<file path="src/hw/rtst_pkg.sv">
// Constants, register map and field layout of the real-time counter block
package rtst_pkg;
    // Counter geometry
    localparam int RTC_W = 67;
    localparam int FRAC_W = 16;
    localparam int INC_W = 32;
    localparam int SYST_W = 34;
    localparam int NCH = 5;
    // Bit positions of the views inside the fractional-microsecond counter, and of the 1 us slice inside the system timer
    localparam int T8U_LSB = FRAC_W + 3;
    localparam int T524M_LSB = FRAC_W + 19;
    localparam int SYST_LSB = FRAC_W - 2;
    localparam int SYST_1US_LSB = 2;
    // One 32.768 kHz period in microseconds with 16 fraction bits
    localparam logic [INC_W-1:0] INC_RESET = 32'h001E_8480;
    // Past window of late compares: 2**22 ticks of the selected slice
    localparam logic [31:0] PAST_WIN = 32'h0040_0000;
    // Timing of the system timer's quarter-microsecond step
    localparam int CLK_PERIOD_PS = 10000;
    localparam int SYST_RES_PS = 250000;
    localparam int SYST_DIV = (SYST_RES_PS + CLK_PERIOD_PS - 1) / CLK_PERIOD_PS;
    localparam int DIV_W = 5;
    // Register byte offsets
    localparam logic [11:0] REG_INC = 12'h000;
    localparam logic [11:0] REG_T8U = 12'h004;
    localparam logic [11:0] REG_T524M = 12'h008;
    localparam logic [11:0] REG_RTC_CMP = 12'h00C;
    localparam logic [11:0] REG_RTC_CAP = 12'h010;
    localparam logic [11:0] REG_SYST = 12'h014;
    localparam logic [11:0] REG_STATUS = 12'h018;
    localparam logic [11:0] REG_MASK = 12'h01C;
    localparam logic [11:0] REG_CH_BASE = 12'h020;
    localparam int CH_STRIDE_SH = 3;
    localparam logic [11:0] CH_CFG_OFS = 12'h000;
    localparam logic [11:0] CH_VAL_OFS = 12'h004;
    // Channel configuration fields
    localparam int CFG_RES_1US = 0;
    localparam int CFG_CMP = 1;
    localparam int CFG_W = 2;
    // Status and mask layout
    localparam int ST_RTC_CMP = 0;
    localparam int ST_RTC_CAP = 1;
    localparam int ST_CH = 2;
    localparam int ST_W = ST_CH + NCH;
    // Channel allocation
    localparam int CH_SYSTEM = 0;
    localparam int CH_RADIO_FIRST = 1;
    localparam int CH_RADIO_LAST = 3;
    localparam int CH_USER = 4;
    localparam logic [31:0] REG_ZERO = 32'h0000_0000;
endpackage

</file>
<file path="src/hw/rtst_timebase.sv">
// Real-time counter and five-channel system timer with APB registers
// Notes on behaviour
// - 67-bit time accumulator, two channels, advanced only by low-frequency ticks.
// - Counter runs in standby and active; cleared by reset or shutdown.
// - Each low-frequency tick adds the programmed period increment.
// - Period increment is microseconds with sixteen fraction bits.
// - Read-only 32-bit view with 8 us per bit.
// - Read-only 32-bit view with 524 ms per bit.
// - One compare and one capture channel; compare match raises wake.
// - System timer is kept aligned to the real-time counter by hardware.
// - System timer is 34 bits, wraps, serves five channels.
// - Each channel picks a 1 us or 250 ns 32-bit slice.
// - Channels capture or single-shot compare; one event until re-armed.
// - Channel 0 system, channels 1 to 3 radio, channel 4 user.
// - Compare value in the recent past fires at once.
// - Low-frequency ticks keep counting in standby; they are sampled on pclk, so the fast clock must keep running.
`timescale 1ns/100ps
module rtst_timebase
    import rtst_pkg::*;
(
    input wire logic pclk, // Bus and system clock
    input wire logic presetn, // Asynchronous reset, active low
    input wire logic psel, // APB select
    input wire logic penable, // APB access phase
    input wire logic pwrite, // APB direction, high for write
    input wire logic [11:0] paddr, // APB byte address
    input wire logic [31:0] pwdata, // APB write data
    output logic [31:0] prdata, // APB read data
    output logic pready, // APB ready
    output logic pslverr, // APB error on unmapped address
    input wire logic low_freq_clock, // Low-frequency clock level
    input wire logic shutdown, // Shutdown entry clears the time base
    input wire logic rtc_cap_trig, // Capture trigger of the real-time counter
    input wire logic [NCH-1:0] ch_cap_trig, // Capture triggers per channel
    output logic [NCH-1:0] ch_event, // Channel event pulses
    output logic rtc_wake, // Standby wake request
    output logic irq // Level interrupt
);

    // Slice of the system timer at the channel's resolution
    function automatic logic [31:0] pick_slice(input logic [SYST_W-1:0] t,
                                               input logic res_1us);
        pick_slice = res_1us ? t[SYST_1US_LSB +: 32] : t[31:0];
    endfunction

    // True when a compare value has been reached or lies in the past window
    function automatic logic reached(input logic [31:0] now,
                                     input logic [31:0] target,
                                     input logic [31:0] window);
        logic [31:0] diff;
        diff = now - target;
        reached = diff < window;
    endfunction

    logic lf_q;
    logic lf_tick;
    logic [RTC_W-1:0] rtc_q;
    logic [RTC_W-1:0] rtc_sum;
    logic [INC_W-1:0] inc_q;
    logic [DIV_W-1:0] div_q;
    logic syst_tick;
    logic [SYST_W-1:0] syst_q;
    logic [31:0] t8u;
    logic [31:0] t524m;
    logic [31:0] rtc_cmp_q;
    logic rtc_armed_q;
    logic rtc_fire;
    logic [31:0] rtc_cap_q;
    logic [ST_W-1:0] sts_q;
    logic [ST_W-1:0] mask_q;
    logic [ST_W-1:0] sts_set;
    logic [ST_W-1:0] sts_clr;
    logic [31:0] prdata_q;
    logic setup;
    logic wr_en;
    logic rd_done;
    logic addr_ok;
    logic [11:0] ch_ofs;
    logic [8:0] ch_idx;
    logic ch_hit;
    logic [CFG_W-1:0] ch_cfg [NCH];
    logic [31:0] ch_val [NCH];
    logic [NCH-1:0] ch_armed;
    logic [NCH-1:0] ch_ev;
    logic [31:0] rd_mux;

    // Edge of the low-frequency clock gives one tick per period
    always_ff @(posedge pclk or negedge presetn) begin
        if (!presetn) begin
            lf_q <= 1'b0;
        end else begin
            lf_q <= low_freq_clock;
        end
    end
    assign lf_tick = low_freq_clock & ~lf_q;

    // Accumulator in microseconds with sixteen fraction bits
    assign rtc_sum = rtc_q + {{(RTC_W-INC_W){1'b0}}, inc_q};
    always_ff @(posedge pclk or negedge presetn) begin
        if (!presetn) begin
            rtc_q <= '0;
        end else if (shutdown) begin
            rtc_q <= '0;
        end else if (lf_tick) begin
            rtc_q <= rtc_sum;
        end
    end

    // Views: 8 us and 524 ms per bit; the wide one ends at bit 66
    assign t8u = rtc_q[T8U_LSB +: 32];
    assign t524m = rtc_q[T524M_LSB +: 32];

    // Quarter-microsecond step enable from the bus clock
    assign syst_tick = (div_q == DIV_W'(SYST_DIV - 1));
    always_ff @(posedge pclk or negedge presetn) begin
        if (!presetn) begin
            div_q <= '0;
        end else if (syst_tick || lf_tick || shutdown) begin
            div_q <= '0;
        end else begin
            div_q <= div_q + 1'b1;
        end
    end

    // System timer; reloaded from the accumulator on every tick so the
    // two never drift, at the cost of a small step at each realignment
    always_ff @(posedge pclk or negedge presetn) begin
        if (!presetn) begin
            syst_q <= '0;
        end else if (shutdown) begin
            syst_q <= '0;
        end else if (lf_tick) begin
            syst_q <= rtc_sum[SYST_LSB +: SYST_W];
        end else if (syst_tick) begin
            syst_q <= syst_q + 1'b1;
        end
    end

    // Bus phases and address decode
    assign setup = psel & ~penable;
    assign wr_en = psel & penable & pwrite;
    assign rd_done = psel & penable & ~pwrite;
    assign ch_ofs = paddr - REG_CH_BASE;
    assign ch_idx = ch_ofs[11:CH_STRIDE_SH];
    assign ch_hit = (paddr >= REG_CH_BASE) && (ch_idx < 9'(NCH))
                    && (paddr[1:0] == 2'b00);
    assign addr_ok = ch_hit || (paddr <= REG_MASK && paddr[1:0] == 2'b00);
    assign pready = 1'b1;
    assign pslverr = psel & penable & ~addr_ok;

    // Period increment, reprogrammable at any time
    always_ff @(posedge pclk or negedge presetn) begin
        if (!presetn) begin
            inc_q <= INC_RESET;
        end else if (wr_en && paddr == REG_INC) begin
            inc_q <= pwdata;
        end
    end

    // Real-time compare: armed by a write, fires once when reached
    assign rtc_fire = rtc_armed_q
                      && reached(t8u, rtc_cmp_q, 32'h8000_0000);
    always_ff @(posedge pclk or negedge presetn) begin
        if (!presetn) begin
            rtc_cmp_q <= REG_ZERO;
            rtc_armed_q <= 1'b0;
        end else if (wr_en && paddr == REG_RTC_CMP) begin
            rtc_cmp_q <= pwdata;
            rtc_armed_q <= 1'b1;
        end else if (rtc_fire) begin
            rtc_armed_q <= 1'b0;
        end
    end

    // Real-time capture of the 8 us view
    always_ff @(posedge pclk or negedge presetn) begin
        if (!presetn) begin
            rtc_cap_q <= REG_ZERO;
        end else if (rtc_cap_trig) begin
            rtc_cap_q <= t8u;
        end
    end

    // System timer channels; allocation is by software convention only
    genvar gi;
    generate
        for (gi = 0; gi < NCH; gi++) begin : g_ch
            logic [31:0] now;
            logic wr_cfg;
            logic wr_val;
            logic fire;
            logic cap;
            assign now = pick_slice(syst_q, ch_cfg[gi][CFG_RES_1US]);
            assign wr_cfg = wr_en && ch_hit && ch_idx == 9'(gi)
                            && ch_ofs[2:0] == CH_CFG_OFS[2:0];
            assign wr_val = wr_en && ch_hit && ch_idx == 9'(gi)
                            && ch_ofs[2:0] == CH_VAL_OFS[2:0];
            // Late values fire at once through the past window
            assign fire = ch_armed[gi] && ch_cfg[gi][CFG_CMP]
                          && reached(now, ch_val[gi], PAST_WIN);
            assign cap = ~ch_cfg[gi][CFG_CMP] & ch_cap_trig[gi];

            // Configuration; a change disarms to avoid a stray event
            always_ff @(posedge pclk or negedge presetn) begin
                if (!presetn) begin
                    ch_cfg[gi] <= '0;
                end else if (wr_cfg) begin
                    ch_cfg[gi] <= pwdata[CFG_W-1:0];
                end
            end

            // Compare value or captured slice
            always_ff @(posedge pclk or negedge presetn) begin
                if (!presetn) begin
                    ch_val[gi] <= REG_ZERO;
                end else if (wr_val) begin
                    ch_val[gi] <= pwdata;
                end else if (cap) begin
                    ch_val[gi] <= now;
                end
            end

            // Single shot: a fire disarms until the value is written again
            always_ff @(posedge pclk or negedge presetn) begin
                if (!presetn) begin
                    ch_armed[gi] <= 1'b0;
                end else if (wr_val) begin
                    ch_armed[gi] <= ch_cfg[gi][CFG_CMP];
                end else if (wr_cfg || fire) begin
                    ch_armed[gi] <= 1'b0;
                end
            end

            // Event pulse, one cycle
            always_ff @(posedge pclk or negedge presetn) begin
                if (!presetn) begin
                    ch_ev[gi] <= 1'b0;
                end else begin
                    ch_ev[gi] <= fire | cap;
                end
            end
        end
    endgenerate
    assign ch_event = ch_ev;

    // Sticky status; a read clears only what it returned, so a new
    // event in the same cycle survives
    assign sts_set = {ch_ev, rtc_cap_trig, rtc_fire};
    assign sts_clr = (rd_done && paddr == REG_STATUS) ?
                     prdata_q[ST_W-1:0] : '0;
    always_ff @(posedge pclk or negedge presetn) begin
        if (!presetn) begin
            sts_q <= '0;
        end else begin
            sts_q <= (sts_q & ~sts_clr) | sts_set;
        end
    end

    // Interrupt mask
    always_ff @(posedge pclk or negedge presetn) begin
        if (!presetn) begin
            mask_q <= '0;
        end else if (wr_en && paddr == REG_MASK) begin
            mask_q <= pwdata[ST_W-1:0];
        end
    end
    assign irq = |(sts_q & mask_q);
    // Wake stays up until software reads the status
    assign rtc_wake = sts_q[ST_RTC_CMP];

    // Read multiplexer
    always_comb begin
        rd_mux = REG_ZERO;
        if (ch_hit) begin
            if (ch_ofs[2:0] == CH_CFG_OFS[2:0]) begin
                rd_mux = {29'h0, ch_armed[ch_idx[2:0]], ch_cfg[ch_idx[2:0]]};
            end else begin
                rd_mux = ch_val[ch_idx[2:0]];
            end
        end else begin
            case (paddr)
                REG_INC: rd_mux = inc_q;
                REG_T8U: rd_mux = t8u;
                REG_T524M: rd_mux = t524m;
                REG_RTC_CMP: rd_mux = rtc_cmp_q;
                REG_RTC_CAP: rd_mux = rtc_cap_q;
                REG_SYST: rd_mux = syst_q[31:0];
                REG_STATUS: rd_mux = {25'h0, sts_q};
                REG_MASK: rd_mux = {25'h0, mask_q};
                default: rd_mux = REG_ZERO;
            endcase
        end
    end

    // Read data is taken in the setup cycle and held through access
    always_ff @(posedge pclk or negedge presetn) begin
        if (!presetn) begin
            prdata_q <= REG_ZERO;
        end else if (setup && !pwrite) begin
            prdata_q <= rd_mux;
        end
    end
    assign prdata = prdata_q;

endmodule // rtst_timebase

</file>
<file path="config.mk">
export PLATFORM = sky130hd
export DESIGN_NAME = rtst_timebase
export DESIGN_NICKNAME = d
export VERILOG_FILES = /design/src/hw/rtst_pkg.sv /design/src/hw/rtst_timebase.sv
export SDC_FILE = /design/constraint.sdc
export NUM_CORES = 1
export LEC_CHECK = 0
export BUFFER_PORTS_ARGS = -buffer_cell sky130_fd_sc_hd__buf_4
export CAP_MARGIN = 10
export CORE_UTILIZATION = 30
export DETAILED_ROUTE_END_ITERATION = 10
export GPL_ROUTABILITY_DRIVEN = 0
export PLACE_DENSITY = 0.52
export SLEW_MARGIN = 20
export SYNTH_ARGS = -nofsm -noshare
export SYNTH_HDL_FRONTEND = slang
export SYNTH_SLANG_ARGS = --single-unit
</file>
<file path="constraint.sdc">
create_clock -name pclk -period 6 [get_ports pclk]
set_input_delay 0.3 -clock pclk [delete_from_list [all_inputs] [get_ports pclk]]
set_output_delay 0.3 -clock pclk [all_outputs]
set_load 0.05 [all_outputs]
</file>
# Yosys cells after proc, flatten, opt, wreduce, memory -nomap -nowiden
# Cells that the tools add are included.
[totals]
latchBits = 0
ff_bits = 430
n_memories = 0
out_inout_bits = 41
ramBits = 0
word_cells = 202
in_bits = 57
romBits = 0
[op_classes]
eq_ne = 13
addsub = 10
mul = 0
reduce_logical = 62
bitwise_logic = 30
div = 0
n_mux = 45
order_cmp = 11
shifts = 0
[ops]
columns = ["cell", "count"]
rows = [
  ["$mux W32", 19],
  ["$pmux W32 S8", 1],
  ["$sub A32 B32 Y32", 6],
  ["$lt A32 B23 Y1 const B", 5],
  ["$mux W67", 2],
  ["$mux W34", 3],
  ["$bmux W32 S3", 1],
  ["$add A67 B32 Y67", 1],
  ["$eq A12 B5 Y1 const B", 4],
  ["$logic_and A1 B1 Y1", 35],
  ["$add A34 B1 Y34 const B", 1],
  ["$lt A32 B32 Y1 const B", 1],
  ["$eq A12 B4 Y1 const B", 2],
  ["$reduce_bool A2 Y1", 12],
  ["$eq A9 B2 Y1 const B", 2],
  ["$and A7 B7 Y7", 2],
  ["$mux W1", 13],
  ["$eq A12 B3 Y1 const B", 1],
  ["$ge A12 B6 Y1 const B", 1],
  ["$le A12 B5 Y1 const B", 1],
  ["$logic_not A12 Y1", 1],
  ["$sub A12 B6 Y12 const B", 1],
  ["$and A1 B1 Y1", 11],
  ["$eq A9 B1 Y1 const B", 1],
  ["other kinds (24)", 44],
]

# Longest topological paths before layout
[depth]
word_depth = 10
ltp_mapped = 15

# Worst setup path after synthesis
# OpenSTA, ideal clock, no wires.
[synth_path]
path_kind = "reg-to-reg"
from = "register ch_cfg[0] in the netlist's numbering"
to = "register ch_armed[4]"
path_stages_with_launch = 15
required_time_ns = 5.880
arrival_ns = 3.534
n_path_buf = 2
slack_ns = 2.347
path_cell_list = "dfrtp_1 buf_2 buf_1 mux2_2 ha_1 nand4_1 nor4_1 o211ai_1 or2_2 nand2_1 xor2_1 a2111o_1 nor4_1 o2111ai_1 a31o_1"
[synth_between]
elab_chain_len = 6
[synth_rtl]
columns = ["element", "line", "text"]
rows = [
  ["from (decl)", "rtst_timebase.sv:81", "logic [CFG_W-1:0] ch_cfg [NCH];"],
  ["from (signal, indexed assignment)", "rtst_timebase.sv:208", "ch_cfg[gi] <= pwdata[CFG_W-1:0];"],
  ["$mux W32", "rtst_timebase.sv:43", "pick_slice = res_1us ? t[SYST_1US_LSB +: 32] : t[31:0];"],
  ["$sub A32 B32 Y32", "rtst_timebase.sv:51", "diff = now - target;"],
  ["$lt A32 B23 Y1", "rtst_timebase.sv:52", "reached = diff < window;"],
  ["$logic_and A1 B1 Y1", "rtst_timebase.sv:200", "&& reached(now, ch_val[gi], PAST_WIN);"],
  ["$logic_or A1 B1 Y1", "rtst_timebase.sv:229", "end else if (wr_cfg || fire) begin"],
  ["$reduce_bool A2 Y1 (no line)", "n/a", ""],
  ["to (signal, indexed assignment)", "rtst_timebase.sv:228", "ch_armed[gi] <= ch_cfg[gi][CFG_CMP];"],
  ["to (decl)", "rtst_timebase.sv:83", "logic [NCH-1:0] ch_armed;"],
]
# No other way between the ends.
# A chain may end at the register's enable or synchronous reset.

# Worst setup path in the final report
[layout_path]
from = "register ch_cfg[8] in the netlist's numbering"
to = "register ch_ev[0] (netlist: ch_event[0])"
[layout_between]
elab_chain_len = 5
[layout_rtl]
columns = ["element", "line", "text"]
rows = [
  ["$mux W32", "rtst_timebase.sv:43", ""],
  ["$sub A32 B32 Y32", "rtst_timebase.sv:51", ""],
  ["$lt A32 B23 Y1", "rtst_timebase.sv:52", ""],
  ["$logic_and A1 B1 Y1", "rtst_timebase.sv:200", ""],
  ["$or A1 B1 Y1", "rtst_timebase.sv:239", "ch_ev[gi] <= fire | cap;"],
  ["to (signal, indexed assignment)", "rtst_timebase.sv:239", ""],
  ["to (decl)", "rtst_timebase.sv:84", "logic [NCH-1:0] ch_ev;"],
]
# No other way between the ends.

==> results <==
- The run finished with clean final reports.
- CTS built an H-tree with a depth of 2.
- In the synthesized netlist the async set-or-reset flop fraction comes to 100%.
- Clock skew on the completed layout was measured at 23.4 ps.
- The startpoint identified for the worst hold timing path is pwdata[2].
- Max-cap violations in this run came to 0.
- After floorplanning, the core was sized to cover 0.108 mm².
- The aggregate global-route resource usage is 22.9%.
- The max-slew violation total from the final report is 0.
- The cell area reported after detailed placement is 0.0348 mm².
- For the final routed database, the setup TNS stands at 0 ps.
- The portion of total power attributed to the clock network is 41.7%.
- Setup violations remaining at the end of the flow were counted as 0.
- The family with the most delay on the worst path is simple AND/OR/NAND/NOR gates.
- The layout overhead on the synthesized area is 11.8%.
- The pin slew with the least headroom to its limit is 1080 ps.
- Counting every net in the synthesized netlist gives 4249.
- The worst-skew pair later-pin latency is 640 ps.
- Summed over all layers, the global routing overflow is 0.
- After legalization and detailed placement, the total HPWL measured 95900 µm.
- The Yosys step of the flow raised 0 warnings.
- The top flip-flop cell by instance count after synthesis is dfrtp_1.
- The slowest cell on the critical path is dfrtp_1.
- The overall via count from detail_route is 30200.
- The post-CTS repair timing setup buffer count is 0.
- The commonest cells after synthesis are nand2_1, dfrtp_1, o21ai_0.
- For this configuration, the core starts out at a cell density of 30.4%.
- For this design the total switching power over the nets is 2.51 mW.
- The internal portion of the total power is 5.38 mW.
- The synthesized design devotes to its leading area cell type 32.3% of total area.
- No sink is reached through more buffers than the 3 on the longest clock path.
- Static timing analysis puts the maximum clock frequency at 217 MHz.
- The post-layout instance area is 0.0366 mm².
- The worst setup path is launched from a register.
- The critical path is of the reg -> reg type.
- Counting the buffers created by CTS gives 53.
- The netlist area before placement is 0.0328 mm².
- The final wirelength is 130000 µm.
- Synthesis instantiated 89 different standard cells from the library.
- The proportion of synthesized chip area in sequential cells is 32.9%.
- The number of I/O port buffers is 96.
- After floorplanning, the core was divided into 120 placement rows.
- The worst setup path is captured at a register.
- Data on the critical path is required at its endpoint by 6560 ps.
- The via count of the first global-routing pass is 28600.
- Of all nets on the critical path, the largest fanout is 19.
- The power share of the combinational group is 19.1%.
- The first-pass GRT wire length is 192000 µm.
- By instance count, the leading cell after synthesis is nand2_1.
- The first detailed-routing pass ran for 6 iterations.
- Using the TritonRoute via totals, the vias-per-cell ratio works out to 5.64.
- The total I/O pin count is 98.
- In the synthesized netlist, the number of instances is 3968.
- Together, buffers and inverters on the worst path number 1.
- Sorting the synthesized cells by area gives the leading types as dfrtp_1, ha_1, mux2_2, o21ai_0, nand2_1.
- The final critical-path share of the clock period is 76.7%.
- Walking the worst path, the cells encountered are buf_4, mux2_2, ha_1, and4_1, nand3_1, nor3_1, nor3_1, a21o_1, o21ai_1, a2111oi_0, a311o_1, or4_1, nand2_1.
- The arrival time of the worst setup path is 5170 ps.
- Of the total power, the share spent switching nets is 31.8%.
- The synthesized design contains 0 enable-type register cells.
- The stage delay of the slowest cell on the critical path is 980 ps.
- Of all cell types, the one taking the most synthesized area is dfrtp_1.
- The reg-to-reg critical path startpoint is ch_cfg[8]$_DFFE_PN0P_.
- The number of routed nets with antenna violations is 0.
- The clock sink total is 430.
- Among the stages of the critical path, the cell type that occurs most often is nor3_1.
- The total power consumption of the routed design is 7.89 mW.
- The final hold violation count is 0.
- The number of design rule violations left after detail routing is 0.
- The routed design could run at a clock period as short as 4600 ps.
- Clock-pin slew was measured on the worst setup and hold paths at 60 ps.
- The first element of the critical path is ch_cfg[8]$_DFFE_PN0P_.
- The worst slew margin relative to its limit is 26.1%.
- Before CTS, the worst setup slack after placement is 1470 ps.
- After detailed routing, the average wire length per cell comes to 24.2 µm.
- Dividing the synthesized area by the synthesized cell count gives 8.26 µm².
- The sequential cell fraction of total power is 39.2%.
- The areal power density over the cells is 215 mW/mm².
- The classification of the worst-slack hold path is in -> reg.
- The peak supply drop is 214 µV.
- The number of antenna violations at the first check in global routing is 4.
- The clock root buffer master is clkbuf_16.
- The antenna diode count is 0.
- In the post-route analysis, the smallest setup slack over all paths is 1400 ps.
- The die width is 333 µm.
- The number of register bits inferred by synthesis is 430.
- Setup repair after global routing left no endpoint under its margin.
- The detailed router finished its first iteration with 2923 violations.
- Entering global routing, the biggest net connects 150 pins.
- The analysis attributes to cell leakage a power of 16.3 nW.
- The post-route netlist has 13.2% of its cells at a drive strength greater than 1.
- In this run the vertical extent of the chip is 333 µm.
- TritonCTS built the clock tree.
- The final layout contains 4201 nets.
- The floorplan die area is 0.111 mm².
- Fill cells in the final layout number 11200.
-- worst paths after layout --
kind	slack, ps	depth (start not counted)	to
worst max-delay path	1400	13	ch_event[0]$_DFF_PN0_
worst min-delay path	10	3	ch_val[2]$_DFFE_PN0P_
worst max register to register	1400	13	ch_event[0]$_DFF_PN0_
worst min register to register	480	1	div_q[0]$_DFF_PN0_
max in group asynchronous	4280	3	ch_val[125]$_DFFE_PN0P_
min in group asynchronous	310	2	rtc_q[8]$_DFFE_PN0P_
-- state kept, by name, summed over array words and instances (netlist names) --
name         cells
ch_val         160
rtc_armed_q      1
ch_armed         5
rtc_cap_q       32
rtc_cmp_q       32
div_q            5
inc_q           32
mask_q           7
rtc_q           67
prdata          32
syst_q          34
ch_cfg          10
lf_q             1
sts_q            7
ch_event         5
-- cells in the final DEF, fill, tap and decap left out, types with 36 or more instances in the layout --
cell type / instances
a21o_1: 70
and2_1: 43
nand4_1: 51
a21oi_1: 320
inv_1: 235
ha_1: 223
nor3_1: 54
xnor2_1: 64
dfrtp_1: 423
mux2_2: 217
mux2i_1: 73
nor2_1: 303
nand3_1: 82
a31oi_1: 56
clkbuf_16: 53
and3_1: 37
o21ai_0: 394
o31ai_1: 38
xor2_1: 66
buf_4: 153
nand2_1: 498
o22ai_1: 45
a22oi_1: 36
-- routing by layer --
layer / routed length, µm / share of wire [%] / global-route usage (%) / vias up
met2: 55800 / 43 / 34.7 / 1118
li1: - / - / - / 14100
met1: 60000 / 46 / 33.2 / 14800
met5: 21 / 0.016 / 0 / -
met3: 9630 / 7.4 / 3.38 / 173
met4: 4170 / 3.2 / 7.19 / 4
-- power groups by stage --
stage          Clock, mW  Combinational (mW)  Sequential [mW]
6_report            3.29                1.50             3.10
5_1_grt             3.45                1.63             3.11
4_1_cts             3.34                1.49             3.09
3_5_place_dp           0                1.48             3.15
3_3_place_gp           0                1.47             3.15
2_1_floorplan          0               0.813             3.23
-- cell families after synthesis --
family	count (synthesis)	synth area share [%]
compound gates	1190	22.3
xor+xnor	130	3.47
fa+ha+maj	224	8.57
buf+inv	507	5.93
flops	430	32.9
mux	307	10.9
other cells	1	0.0114
simple gates	1179	16.0
-- timing repair --
action	CTS	global route
hold buffers	8	0
resized for setup	0	0
hold endpoints to repair	105	0
-- worst reg2reg max path, delay by kind of cell (launching register included) --
kind | cells | cell delay [ps]
AO/OA/AOI/OAI | 4 | 790
adder cells (fa/ha/maj) | 1 | 340
buffers and inverters | 1 | 460
flip-flops | 1 | 980
multiplexers | 1 | 400
AND/OR/NAND/NOR | 6 | 1590
-- area by class of cell --
class	count	area (µm²)	share of cell area, %
Sequential cell	430	10800	29.4
Clock inverter	13	145	0.396
Inverter	238	893	2.44
Timing Repair Buffer	166	1320	3.61
Tap cell	1403	1760	4.79
Multi-Input combinational cell	3031	20200	55.1
Clock buffer	85	1580	4.30
-- metrics by stage --
step	instances	util (%)	hold slack, ps
2_1_floorplan	3968	-	4.41
6_report	5366	34.0	12.7
3_3_place_gp	5259	32.3	397
5_1_grt	5366	34.0	14.7
3_5_place_dp	5259	32.3	401
4_1_cts	5365	34.0	0.410
Note: power is estimated with default switching activity, not from simulation.
